==> src/rtl/lpg_pkg.sv <==
// constants shared by the flash command interpreter.
// assumes a 100 MHz system clock that oversamples the serial link.

package lpg_pkg;

	// ---------------------------------------------------------------
	// opcodes
	// ---------------------------------------------------------------
	localparam logic [7:0] OP_WRITE_ENABLE_CMD      = 8'h06;
	localparam logic [7:0] OP_READ_STATUS           = 8'h05;
	localparam logic [7:0] OP_GANG_UNPROTECT_CMD    = 8'h98;
	localparam logic [7:0] OP_PROGRAM_NV_PATTERN    = 8'h43;
	localparam logic [7:0] OP_WRITE_VOL_PATTERN     = 8'h4A;
	localparam logic [7:0] OP_READ_PATTERN_CMD      = 8'h41;
	localparam logic [7:0] OP_FAST_READ_DR          = 8'h0D;
	localparam logic [7:0] OP_FAST_READ_DUAL_IO_DR  = 8'hBD;
	localparam logic [7:0] OP_FAST_READ_QUAD_IO_DR  = 8'hED;

	// ---------------------------------------------------------------
	// framing and field positions
	// ---------------------------------------------------------------
	localparam logic [5:0] OPCODE_BITS     = 6'h08;
	localparam logic [5:0] CMD_DATA_BITS   = 6'h10;
	localparam logic [5:0] BITCNT_CAP      = 6'h20;
	localparam int         ADDR_BITS       = 24;
	localparam int         MODE_BITS       = 8;
	localparam logic [4:0] PATTERN_CYCLES  = 5'h04;
	localparam int         STATUS_WIP_BIT  = 0;
	localparam int         STATUS_WEL_BIT  = 1;

	// ---------------------------------------------------------------
	// reset values
	// ---------------------------------------------------------------
	localparam logic [7:0] PATTERN_RESET   = 8'h00;

	// ---------------------------------------------------------------
	// timing
	// ---------------------------------------------------------------
	localparam int CLK_MHZ          = 100;
	localparam int GANG_TIME_NS     = 1000;
	localparam int GANG_CYCLES      = (GANG_TIME_NS * CLK_MHZ) / 1000;
	localparam int NV_PROG_TIME_NS  = 200000;
	localparam int NV_PROG_CYCLES   = (NV_PROG_TIME_NS * CLK_MHZ) / 1000;

	typedef enum logic [2:0] {
		ST_OPCODE,
		ST_SHIFT_OUT,
		ST_ADDR,
		ST_DUMMY,
		ST_PASS,
		ST_IGNORE
	} lpg_state_e;

endpackage

==> src/rtl/lpg_cmd.sv <==
// serial flash command interpreter for gang unprotect and the learning pattern.
// assumes the serial clock, chip select and io pins are asynchronous to clk_i
// and much slower (link clock at least 8 system clocks per period).

`timescale 1ns/1ps

module lpg_cmd #(
	parameter int GANG_CYCLES    = lpg_pkg::GANG_CYCLES,
	parameter int NV_PROG_CYCLES = lpg_pkg::NV_PROG_CYCLES
) (
	input  wire logic       clk_i,                           // system clock
	input  wire logic       reset_n_i,                       // async reset, low
	input  wire logic       sck_i,                           // serial clock pin
	input  wire logic       cs_n_i,                          // chip select pin, low
	input  wire logic [3:0] io_i,                            // io pins in
	output logic      [3:0] io_o,                            // io pins out
	output logic      [3:0] io_oe_o,                         // io drive enables
	input  wire logic       quad_command_mode_i,             // quad command mode
	input  wire logic       learning_pattern_enable_i,       // ext read bit 4
	input  wire logic [4:0] dummy_cycles_i,                  // selected dummy cycles
	input  wire logic       nv_program_fail_i,               // array program failed
	output logic            write_in_progress_o,             // status busy bit
	output logic            write_enable_latch_o,            // status latch bit
	output logic            program_error_o,                 // ext read error bit
	output logic            dynamic_sector_guard_set_all_o,  // set all guards pulse
	output logic      [7:0] nonvolatile_learning_pattern_o,  // nv pattern copy
	output logic      [7:0] volatile_learning_pattern_o,     // volatile pattern
	output logic            read_data_phase_o                // read data phase reached
);

	typedef struct packed {
		logic [2:0]          sck_s;
		logic [2:0]          cs_s;
		logic [2:0][3:0]     io_s;
		logic                sck_f;
		logic                cs_f;
		lpg_pkg::lpg_state_e st;
		logic [5:0]          bitcnt;
		logic [7:0]          shreg;
		logic [7:0]          opcode;
		logic [7:0]          clkcnt;
		logic [7:0]          addr_clks;
		logic [2:0]          idx;
		logic                pat_on;
		logic                write_enable_latch;
		logic                write_in_progress;
		logic                busy_nv;
		logic [31:0]         busy_cnt;
		logic [7:0]          nv;
		logic [7:0]          vol;
		logic [7:0]          pend;
		logic                perr;
		logic                dyb_pulse;
		logic [3:0]          io_out;
		logic [3:0]          io_oe;
		logic                data_phase;
	} lpg_state_s;

	lpg_state_s q;
	lpg_state_s d;

	// ---------------------------------------------------------------
	// helpers
	// ---------------------------------------------------------------
	// clocks of address, plus mode bits on the dual and quad io reads, for the double rate reads
	function automatic logic [7:0] addr_clocks(input logic [7:0] op, input logic quad);
		logic [7:0] n;
		n = 8'h00;
		if (op == lpg_pkg::OP_FAST_READ_DR) begin
			n = quad ? 8'(lpg_pkg::ADDR_BITS / 8) : 8'(lpg_pkg::ADDR_BITS / 2);
		end else if (op == lpg_pkg::OP_FAST_READ_DUAL_IO_DR) begin
			n = 8'((lpg_pkg::ADDR_BITS + lpg_pkg::MODE_BITS) / 4);
		end else if (op == lpg_pkg::OP_FAST_READ_QUAD_IO_DR) begin
			n = 8'((lpg_pkg::ADDR_BITS + lpg_pkg::MODE_BITS) / 8);
		end
		return n;
	endfunction

	// ---------------------------------------------------------------
	// next state
	// ---------------------------------------------------------------
	logic       sck_new;
	logic       cs_new;
	logic       rise;
	logic       fall;
	logic       cs_rise;
	logic [5:0] nb;
	logic [7:0] nsh;
	logic [7:0] out_byte;
	logic [7:0] status;

	always_comb begin
		d = q;
		d.dyb_pulse = 1'b0;
		d.sck_s = {q.sck_s[1:0], sck_i};
		d.cs_s = {q.cs_s[1:0], cs_n_i};
		d.io_s = {q.io_s[1:0], io_i};
		// a change is taken once the second and third stages agree
		sck_new = (q.sck_s[2] == q.sck_s[1]) ? q.sck_s[2] : q.sck_f;
		cs_new = (q.cs_s[2] == q.cs_s[1]) ? q.cs_s[2] : q.cs_f;
		d.sck_f = sck_new;
		d.cs_f = cs_new;
		rise = sck_new & ~q.sck_f;
		fall = ~sck_new & q.sck_f;
		cs_rise = cs_new & ~q.cs_f;
		nb = quad_command_mode_i ? q.bitcnt + 6'h04 : q.bitcnt + 6'h01;
		nsh = quad_command_mode_i ? {q.shreg[3:0], q.io_s[2]} : {q.shreg[6:0], q.io_s[2][0]};
		status = 8'h00;
		status[lpg_pkg::STATUS_WIP_BIT] = q.write_in_progress;
		status[lpg_pkg::STATUS_WEL_BIT] = q.write_enable_latch;
		out_byte = (q.opcode == lpg_pkg::OP_READ_STATUS) ? status : q.vol;

		// self timed operations
		if (q.busy_cnt != 32'h0) begin
			d.busy_cnt = q.busy_cnt - 32'h1;
			if (q.busy_cnt == 32'h1) begin
				d.write_in_progress = 1'b0;
				d.write_enable_latch = 1'b0;
				if (q.busy_nv) begin
					d.nv = q.pend;
					d.perr = nv_program_fail_i;
				end
			end
		end

		if (cs_new) begin
			// commands execute only at deselect on an exact byte count
			if (cs_rise && !q.write_in_progress && q.st == lpg_pkg::ST_OPCODE) begin
				if (q.bitcnt == lpg_pkg::OPCODE_BITS) begin
					if (q.opcode == lpg_pkg::OP_WRITE_ENABLE_CMD) begin
						d.write_enable_latch = 1'b1;
					end else if (q.opcode == lpg_pkg::OP_GANG_UNPROTECT_CMD && q.write_enable_latch) begin
						d.dyb_pulse = 1'b1;
						d.write_in_progress = 1'b1;
						d.busy_nv = 1'b0;
						d.busy_cnt = 32'(GANG_CYCLES);
					end
				end else if (q.bitcnt == lpg_pkg::CMD_DATA_BITS && q.write_enable_latch) begin
					if (q.opcode == lpg_pkg::OP_PROGRAM_NV_PATTERN) begin
						d.pend = q.shreg;
						d.write_in_progress = 1'b1;
						d.busy_nv = 1'b1;
						d.perr = 1'b0;
						d.busy_cnt = 32'(NV_PROG_CYCLES);
					end else if (q.opcode == lpg_pkg::OP_WRITE_VOL_PATTERN) begin
						d.vol = q.shreg;
						d.write_enable_latch = 1'b0;
					end
				end
				// any other framing, or a clear latch, drops the command
			end
			d.st = lpg_pkg::ST_OPCODE;
			d.bitcnt = 6'h00;
			d.io_oe = 4'h0;
			d.pat_on = 1'b0;
			d.data_phase = 1'b0;
			d.clkcnt = 8'h00;
		end else if (rise) begin
			case (q.st)
				lpg_pkg::ST_OPCODE: begin
					d.shreg = nsh;
					if (q.bitcnt < lpg_pkg::BITCNT_CAP) begin
						d.bitcnt = nb;
					end
					if (nb == lpg_pkg::OPCODE_BITS) begin
						d.opcode = nsh;
						d.clkcnt = 8'h00;
						d.idx = 3'h7;
						d.addr_clks = addr_clocks(nsh, quad_command_mode_i);
						if (q.write_in_progress && nsh != lpg_pkg::OP_READ_STATUS) begin
							d.st = lpg_pkg::ST_IGNORE;
						end else if (nsh == lpg_pkg::OP_READ_STATUS ||
						             nsh == lpg_pkg::OP_READ_PATTERN_CMD) begin
							d.st = lpg_pkg::ST_SHIFT_OUT;
						end else if (nsh == lpg_pkg::OP_FAST_READ_DR ||
						             nsh == lpg_pkg::OP_FAST_READ_QUAD_IO_DR ||
						             (nsh == lpg_pkg::OP_FAST_READ_DUAL_IO_DR &&
						              !quad_command_mode_i)) begin
							d.st = lpg_pkg::ST_ADDR;
						end else if (nsh != lpg_pkg::OP_WRITE_ENABLE_CMD &&
						             nsh != lpg_pkg::OP_GANG_UNPROTECT_CMD &&
						             nsh != lpg_pkg::OP_PROGRAM_NV_PATTERN &&
						             nsh != lpg_pkg::OP_WRITE_VOL_PATTERN) begin
							d.st = lpg_pkg::ST_IGNORE;
						end
					end
				end
				lpg_pkg::ST_ADDR: begin
					d.clkcnt = q.clkcnt + 8'h01;
					if (q.clkcnt + 8'h01 == q.addr_clks) begin
						d.st = lpg_pkg::ST_DUMMY;
						d.clkcnt = 8'h00;
					end
				end
				lpg_pkg::ST_DUMMY: begin
					if (q.clkcnt == {3'h0, dummy_cycles_i}) begin
						// pattern done, the read data path takes the pins
						d.st = lpg_pkg::ST_PASS;
						d.pat_on = 1'b0;
						d.io_oe = 4'h0;
						d.data_phase = 1'b1;
					end else begin
						d.clkcnt = q.clkcnt + 8'h01;
						if (learning_pattern_enable_i && dummy_cycles_i >= lpg_pkg::PATTERN_CYCLES &&
						    q.clkcnt == {3'h0, dummy_cycles_i - lpg_pkg::PATTERN_CYCLES}) begin
							d.pat_on = 1'b1;
							d.io_out = {4{q.vol[7]}};
							d.io_oe = 4'hF;
							d.idx = 3'h6;
						end else if (q.pat_on) begin
							d.io_out = {4{q.vol[q.idx]}};
							d.idx = q.idx - 3'h1;
						end
					end
				end
				default: begin
				end
			endcase
		end else if (fall) begin
			case (q.st)
				lpg_pkg::ST_SHIFT_OUT: begin
					// repeats the byte because idx wraps; status is resampled on every falling edge
					if (quad_command_mode_i) begin
						d.io_out = (q.idx == 3'h7) ? out_byte[7:4] : out_byte[3:0];
						d.io_oe = 4'hF;
						d.idx = q.idx - 3'h4;
					end else begin
						d.io_out = {2'h0, out_byte[q.idx], 1'b0};
						d.io_oe = 4'h2;
						d.idx = q.idx - 3'h1;
					end
				end
				lpg_pkg::ST_DUMMY: begin
					if (q.pat_on) begin
						d.io_out = {4{q.vol[q.idx]}};
						d.idx = q.idx - 3'h1;
					end
				end
				default: begin
				end
			endcase
		end
	end

	// ---------------------------------------------------------------
	// state register
	// ---------------------------------------------------------------
	always_ff @(posedge clk_i or negedge reset_n_i) begin
		if (!reset_n_i) begin
			q <= '0;
			q.sck_s <= 3'h0;
			q.cs_s <= 3'h7;
			q.cs_f <= 1'b1;
			q.st <= lpg_pkg::ST_OPCODE;
			q.nv <= lpg_pkg::PATTERN_RESET;
			q.vol <= lpg_pkg::PATTERN_RESET;
			q.pend <= lpg_pkg::PATTERN_RESET;
		end else begin
			q <= d;
		end
	end

	// ---------------------------------------------------------------
	// outputs
	// ---------------------------------------------------------------
	assign io_o = q.io_out;
	assign io_oe_o = q.io_oe;
	assign write_in_progress_o = q.write_in_progress;
	assign write_enable_latch_o = q.write_enable_latch;
	assign program_error_o = q.perr;
	assign dynamic_sector_guard_set_all_o = q.dyb_pulse;
	assign nonvolatile_learning_pattern_o = q.nv;
	assign volatile_learning_pattern_o = q.vol;
	assign read_data_phase_o = q.data_phase;

endmodule

==> config.mk <==
export PLATFORM = sky130hd
export DESIGN_NAME = lpg_cmd
export DESIGN_NICKNAME = d
export VERILOG_FILES = /design/src/rtl/lpg_pkg.sv /design/src/rtl/lpg_cmd.sv
export SDC_FILE = /design/constraint.sdc
export NUM_CORES = 1
export LEC_CHECK = 0
export BUFFER_PORTS_ARGS = -buffer_cell sky130_fd_sc_hd__buf_2
export CORE_UTILIZATION = 52
export CTS_BUF_LIST = sky130_fd_sc_hd__clkbuf_8
export DETAILED_ROUTE_END_ITERATION = 6
export PLACE_DENSITY = 0.7
export SLEW_MARGIN = 0
export SYNTH_ARGS = -nofsm -noshare
export SYNTH_HDL_FRONTEND = slang
export SYNTH_SLANG_ARGS = --single-unit
==> constraint.sdc <==
create_clock -name clk_i -period 4 [get_ports clk_i]
set_input_delay 0.2 -clock clk_i [delete_from_list [all_inputs] [get_ports clk_i]]
set_output_delay 0.2 -clock clk_i [all_outputs]
set_load 0.03 [all_outputs]
==> run_results.csv, run 1 <==
group,metric,value,unit
status,status,"completed",
floorplanning,die_h,118,um
synth,yosysMostFrequentCell,"dfrtp_1",
power_and_ir_drop,clkPwrFrac,34.4,%
power_and_ir_drop,vdd_drop_max,0.250,mV
hold_path,min_to,"program_error_o",
flow_run,maxCapViolations,0,
synth,synth_area_leaders,"dfrtp_1, mux2_2, nor2_1",
placement,dp_hpwl,10.4,mm
clock_tree,clock-sinks,128,
grt,grt_pass1_wl,25.5,mm
worst_setup_path,r2r-end,"program_error_o",
floorplanning,pin_count,45,
finish,nNetsFinal,768,
sta,finalMaxSlewViolations,0,
floorplanning,die_area,13900,um^2
clock_tree,cts_setup_buffers,0,
power_and_ir_drop,swShare,31.7,%
floorplanning,coreArea,13200,um^2
placement,gp_congestion,0.871,
hold_path,whs_path_depth,3,
synth,ys_warn_count,0,
worst_setup_path,critical_path_class,"register to register",
grt,first_global_vias,5442,
sta,setup_viol,0,
worst_setup_path,path_max_fanout,9,
route,viasPerCell,5.80,
synth,ys_seq_elements,128,
sta,timing.final.crit_share,82.5,%
sta,rsz0062_at_grt,"no",
synth,synth_top_area_share,44.4,%
worst_setup_path,reg2reg_slack,700,ps
power_and_ir_drop,power_frac_seq,48.0,%
worst_setup_path,cp.arrival,3640,ps
floorplanning,start_util,53.0,%
sta,hold_viol_final,0,
floorplanning,die-width,118,um
clock_tree,cts_tree,"built",
sta,worst_slew_pin_slew,800,ps
synth,synth-edff-count,0,
synth,async_reset_ff_share,100,%
clock_tree,clk_pin_slew,70,ps
finish,antennaDiodeCount,0,
hold_path,hold_class,"primary input to register",
synth,yosysTopAreaCell,"dfrtp_1",
synth,synth_ff_type,"dfrtp_1",
clock_tree,clk_latency,450,ps
clock_tree,cts-root-buf,"clkbuf_8",
power_and_ir_drop,p_per_area,429,nW/um^2
synth,syn_area_per_cell,9.74,um^2
synth,netlist_area,7000,um^2
route,vias,5368,
grt,grt_max_degree,72,
placement,dp.cells,887,
power_and_ir_drop,total_power,3.29,mW
worst_setup_path,r2r-start,"q[39]",
sta,setup_ws,702,ps
worst_setup_path,required,4340,ps
sta,fmax,0.303,GHz
route,drc_errors,0,
synth,ys_seq_area_share,45.9,%
finish,drive_above_1_share,17.6,%
power_and_ir_drop,p_int,2.25,mW
worst_setup_path,cp-end-kind,"register",
clock_tree,clk_path_buf_depth,2,
sta,min_period,3300,ps
worst_setup_path,cp-start-kind,"register",
route,wl,14.8,mm
sta,setup_tns,0,ps
finish,syn2layout_area_growth,9.57,%
worst_setup_path,rr_worst_depth,6,
clock_tree,hold_buffers,7,
route,routedWlPerCell,16.0,um
clock_tree,h-tree-depth,4,
floorplanning,rows,42,
grt,grt_usage,22.8,%
power_and_ir_drop,switchingPower,1.04,mW
hold_path,min-delay-start,"nv_program_fail_i",
route,ant_nets,0,
grt,overflow,0,
placement,dp_slack,708,ps
synth,syn-instance-count,718,
placement,port_buffers,44,
finish,instances_no_fill,926,
sta,relSlewSlack,46.4,%
clock_tree,cts_made_buffers,17,
clock_tree,post_cts_resized,0,
synth,syn-num-nets,749,
grt,antenna_found_initial,0,
power_and_ir_drop,power_leakage,3.64,nW
synth,synth_common_cells,"dfrtp_1, nor2_1, a21oi_1",
route,drt_iter0_drc,343,
synth,synth.distinct_cells,64,
sta,skew,11.1,ps
route,drt_first_pass_iters,5,
power_and_ir_drop,pwr-share-comb,17.6,%
worst max-delay path: stages (launching register included):
cell,delay [ps]
dfrtp_1,420
or4_4,580
or4_1,600
or4_4,570
nor4_4,520
mux2_4,350
and2_1,150
metrics by stage:
stage	utilization, %	hold WS [ps]	instance area, um^2
2_1_floorplan	-	-95.6	7000
3_3_place_gp	54.5	295	7190
3_5_place_dp	54.5	309	7190
4_1_cts	58.1	73.3	7660
5_1_grt	58.1	97.1	7660
6_report	58.1	95.4	7660
how the worst max path moves through the flow:
stage / start / endpoint / slack [ps] / cells after the start
floorplan: q[39] / program_error_o / 860 / 8
global placement: q[39] / program_error_o / 780 / 6
detailed placement: q[39] / program_error_o / 710 / 6
CTS: q[39] / program_error_o / 690 / 6
global route: q[39] / program_error_o / 580 / 6
finish: q[39] / program_error_o / 700 / 6
area by class of cell:
class	count	area, um^2
well taps	176	220
fillers	1129	5530
inverters	24	90.1
clock inverters	15	169
flip-flops and latches	128	3210
repair buffers	59	365
multi-input cells	507	3380
clock buffers	17	234
registers in the layout, indices dropped and copies added (netlist names):
signal                          cells
io_o                                4
write_in_progress_o                 1
program_error_o                     1
io_oe_o                             2
volatile_learning_pattern_o         8
write_enable_latch_o                1
nonvolatile_learning_pattern_o      8
read_data_phase_o                   1
dynamic_sector_guard_set_all_o      1
q                                  89
d                                  12
power by group through the flow:
stage               logic, mW  clock network (mW)  registers [mW]
floorplan               0.513                   0            1.50
global placement        0.552                   0            1.59
detailed placement      0.573                   0            1.60
CTS                     0.581                1.16            1.58
global route            0.644                1.20            1.60
finish                  0.579                1.13            1.58
layer usage:
metal | GRT usage (%) | part of all wire (%) | wire length, um | up-vias
li1 | - | - | - | 2568
met5 | 0 | 0 | 0 | -
met2 | 38.2 | 50 | 7450 | 126
met1 | 28.1 | 44 | 6480 | 2635
met3 | 4.41 | 3.4 | 505 | 39
met4 | 11.4 | 2.7 | 401 | 0
cell families after synthesis:
kind of cell | count (synthesis) | synth area share [%]
xor gates and xnor gates | 48 | 6.01
AOI/OAI and AO/OA | 136 | 12.1
muxes | 51 | 8.37
adders and majority gates | 16 | 2.83
and+or+nand+nor | 256 | 19.0
DFF | 128 | 45.9
buffers and inverters | 83 | 5.87
layout by cell type, fill, tap and decap left out, types with 12 or more instances in the layout:
| cell | n |
|---|---|
| dfrtp_1 | 124 |
| nor2_1 | 87 |
| buf_2 | 43 |
| a21oi_1 | 39 |
| mux2_2 | 36 |
| xnor2_1 | 35 |
| o21ai_0 | 34 |
| nand2_1 | 33 |
| nor3_1 | 29 |
| inv_1 | 26 |
| nand3_1 | 18 |
| clkbuf_8 | 17 |
| nor4_1 | 15 |
| ha_1 | 15 |
| xor2_1 | 13 |
| mux2i_1 | 12 |
(Power assumes the default switching activity.)
==> run 2: changes to the inputs <==
--- a/config.mk
+++ b/config.mk
@@ -9,7 +9,7 @@
 export CORE_UTILIZATION = 52
 export CTS_BUF_LIST = sky130_fd_sc_hd__clkbuf_8
 export DETAILED_ROUTE_END_ITERATION = 6
-export PLACE_DENSITY = 0.7
+export PLACE_DENSITY = 0.73
 export SLEW_MARGIN = 0
 export SYNTH_ARGS = -nofsm -noshare
 export SYNTH_HDL_FRONTEND = slang
==> constraint.sdc (replaced) <==
create_clock -name clk_i -period 2.85 [get_ports clk_i]
set_input_delay 0.1425 -clock clk_i [delete_from_list [all_inputs] [get_ports clk_i]]
set_output_delay 0.1425 -clock clk_i [all_outputs]
set_load 0.03 [all_outputs]
==> run 2 against run 1 <==
Non-clock buffer count grew 27. Clock-buffer cell count is the same. Critical path depth grew 3. First-iteration DRC count grew 19%. Clock power grew 44%. Largest power group unchanged. Final area grew 2.9%.
==> run_results.csv, run 2 (same netlist as run 1, synthesis figures left out) <==
group,metric,value,unit
sta,setup_ws,60.8,ps
route,ant_nets,0,
grt,grt_pass1_wl,26.1,mm
clock_tree,cts_made_buffers,17,
finish,drive_above_1_share,20.7,%
sta,hold_viol_final,0,
sta,setup_tns,0,ps
sta,fmax,0.359,GHz
power_and_ir_drop,switchingPower,1.50,mW
floorplanning,die_area,13900,um^2
worst_setup_path,critical_path_class,"register to register",
sta,setup_viol,0,
hold_path,hold_class,"primary input to register",
power_and_ir_drop,swShare,32.0,%
power_and_ir_drop,pwr-share-comb,17.9,%
route,viasPerCell,5.91,
finish,syn2layout_area_growth,12.8,%
grt,overflow,0,
floorplanning,die_h,118,um
finish,top_register,"q",
worst_setup_path,cp-start-kind,"register",
floorplanning,die-width,118,um
sta,min_period,2790,ps
route,wl,15.5,mm
clock_tree,clk_path_buf_depth,2,
floorplanning,start_util,53.0,%
sta,worst_slew_pin_slew,567,ps
finish,multi_input_area,3380,um^2
placement,dp_slack,6.36,ps
worst_setup_path,cp.arrival,3150,ps
flow_run,maxCapViolations,0,
route,vias,5629,
floorplanning,pin_count,45,
clock_tree,clk_latency,460,ps
finish,final_cell_mix,"dfrtp_1, nor2_1, buf_2, a21oi_1, mux2_2",
clock_tree,clock-sinks,128,
sta,timing.final.crit_share,97.9,%
route,drt_first_pass_iters,5,
floorplanning,coreArea,13200,um^2
sta,relSlewSlack,61.8,%
clock_tree,clk_pin_slew,80,ps
power_and_ir_drop,p_per_area,593,nW/um^2
clock_tree,cts_tree,"built",
worst_setup_path,required,3210,ps
worst_setup_path,cp-end-kind,"register",
sta,skew,13.7,ps
finish,nNetsFinal,795,
power_and_ir_drop,total_power,4.68,mW
placement,gp_congestion,0.880,
grt,grt_max_degree,48,
power_and_ir_drop,clkPwrFrac,34.9,%
finish,final_cell_area,7890,um^2
route,routedWlPerCell,16.2,um
sta,rsz0062_at_grt,"yes",
placement,dp_hpwl,11.0,mm
finish,mostFrequentLayoutCell,"dfrtp_1",
sta,finalMaxSlewViolations,0,
sta,timing.hold.ws,34.2,ps
grt,grt_usage,23.5,%
clock_tree,h-tree-depth,4,
grt,antenna_found_initial,0,
grt,first_global_vias,5636,
power_and_ir_drop,power_leakage,3.77,nW
finish,nFillCells,1086,
route,drt_iter0_drc,407,
power_and_ir_drop,p_int,3.18,mW
finish,seq_area,3210,um^2
power_and_ir_drop,vdd_drop_max,0.287,mV
finish,largest_reg_flops,89,
power_and_ir_drop,power_frac_seq,47.2,%
floorplanning,rows,42,
route,drc_errors,0,
worst_setup_path,path_max_fanout,7,
placement,port_buffers,44,
status,status,"completed",
placement,placed_area,7390,um^2
clock_tree,cts-root-buf,"clkbuf_8",
finish,antennaDiodeCount,0,
-- run 2: what timing repair did --
action                                 4_1_cts  5_1_grt
hold buffers                                 7        0
gates resized for setup                      1        2
buffers inserted                             0        1
setup endpoints to repair                    8       16
endpoints found under the hold margin       38        0
pin swaps                                    0        2
-- run 2: worst max-delay path, stage by stage (launching register included) --
cell and delay, ps:
dfrtp_1 390, or4_4 540, or4_4 440, or4_4 450, buf_4 170, o21ai_1 150, buf_4 180, nor2_1 60
xor2_1 130, o21a_1 170
-- run 2: per-layer routing --
layer | track usage [%] | part of all wire, % | vias up
met1 | 28.9 | 43 | 2762
li1 | - | - | 2646
met3 | 4.75 | 4.7 | 36
met5 | 0 | 0 | -
met2 | 39.0 | 50 | 185
met4 | 12.2 | 2.5 | 0
-- run 2: layout make-up --
type | instances | share of cell area, %
clock buffer | 17 | 2.97
inverter | 24 | 1.14
tap | 176 | 2.79
timing repair buffer | 86 | 7.25
sequential | 128 | 40.7
clock inverter | 15 | 2.33
multi-input combinational | 507 | 42.9
-- run 2: through the flow --
stage	instances	utilization (%)
after floorplan	718	-
after global placement	913	56.0
after detailed placement	913	56.0
after CTS	952	59.7
after global routing	953	59.8
final	953	59.8
-- run 2: power groups by stage --
stage	sequential (mW)	clock (mW)	combinational, mW
detailed placement	2.24	0	0.820
finish	2.21	1.63	0.840
global placement	2.23	0	0.795
floorplan	2.10	0	0.720
global route	2.24	1.76	0.932
CTS	2.20	1.67	0.833
-- run 2: path summary, 6_finish.rpt --
kind	start	to	slack (ps)	cells after the start
min	nv_program_fail_i	program_error_o	30	3
max in group asynchronous	reset_n_i	nonvolatile_learning_pattern_o[7]	1890	3
max	q[40]	q[41]	60	9
min reg2reg	d[127]	q[127]	340	0
max reg2reg	q[40]	q[41]	60	9
min in group asynchronous	reset_n_i	q[85]	180	2
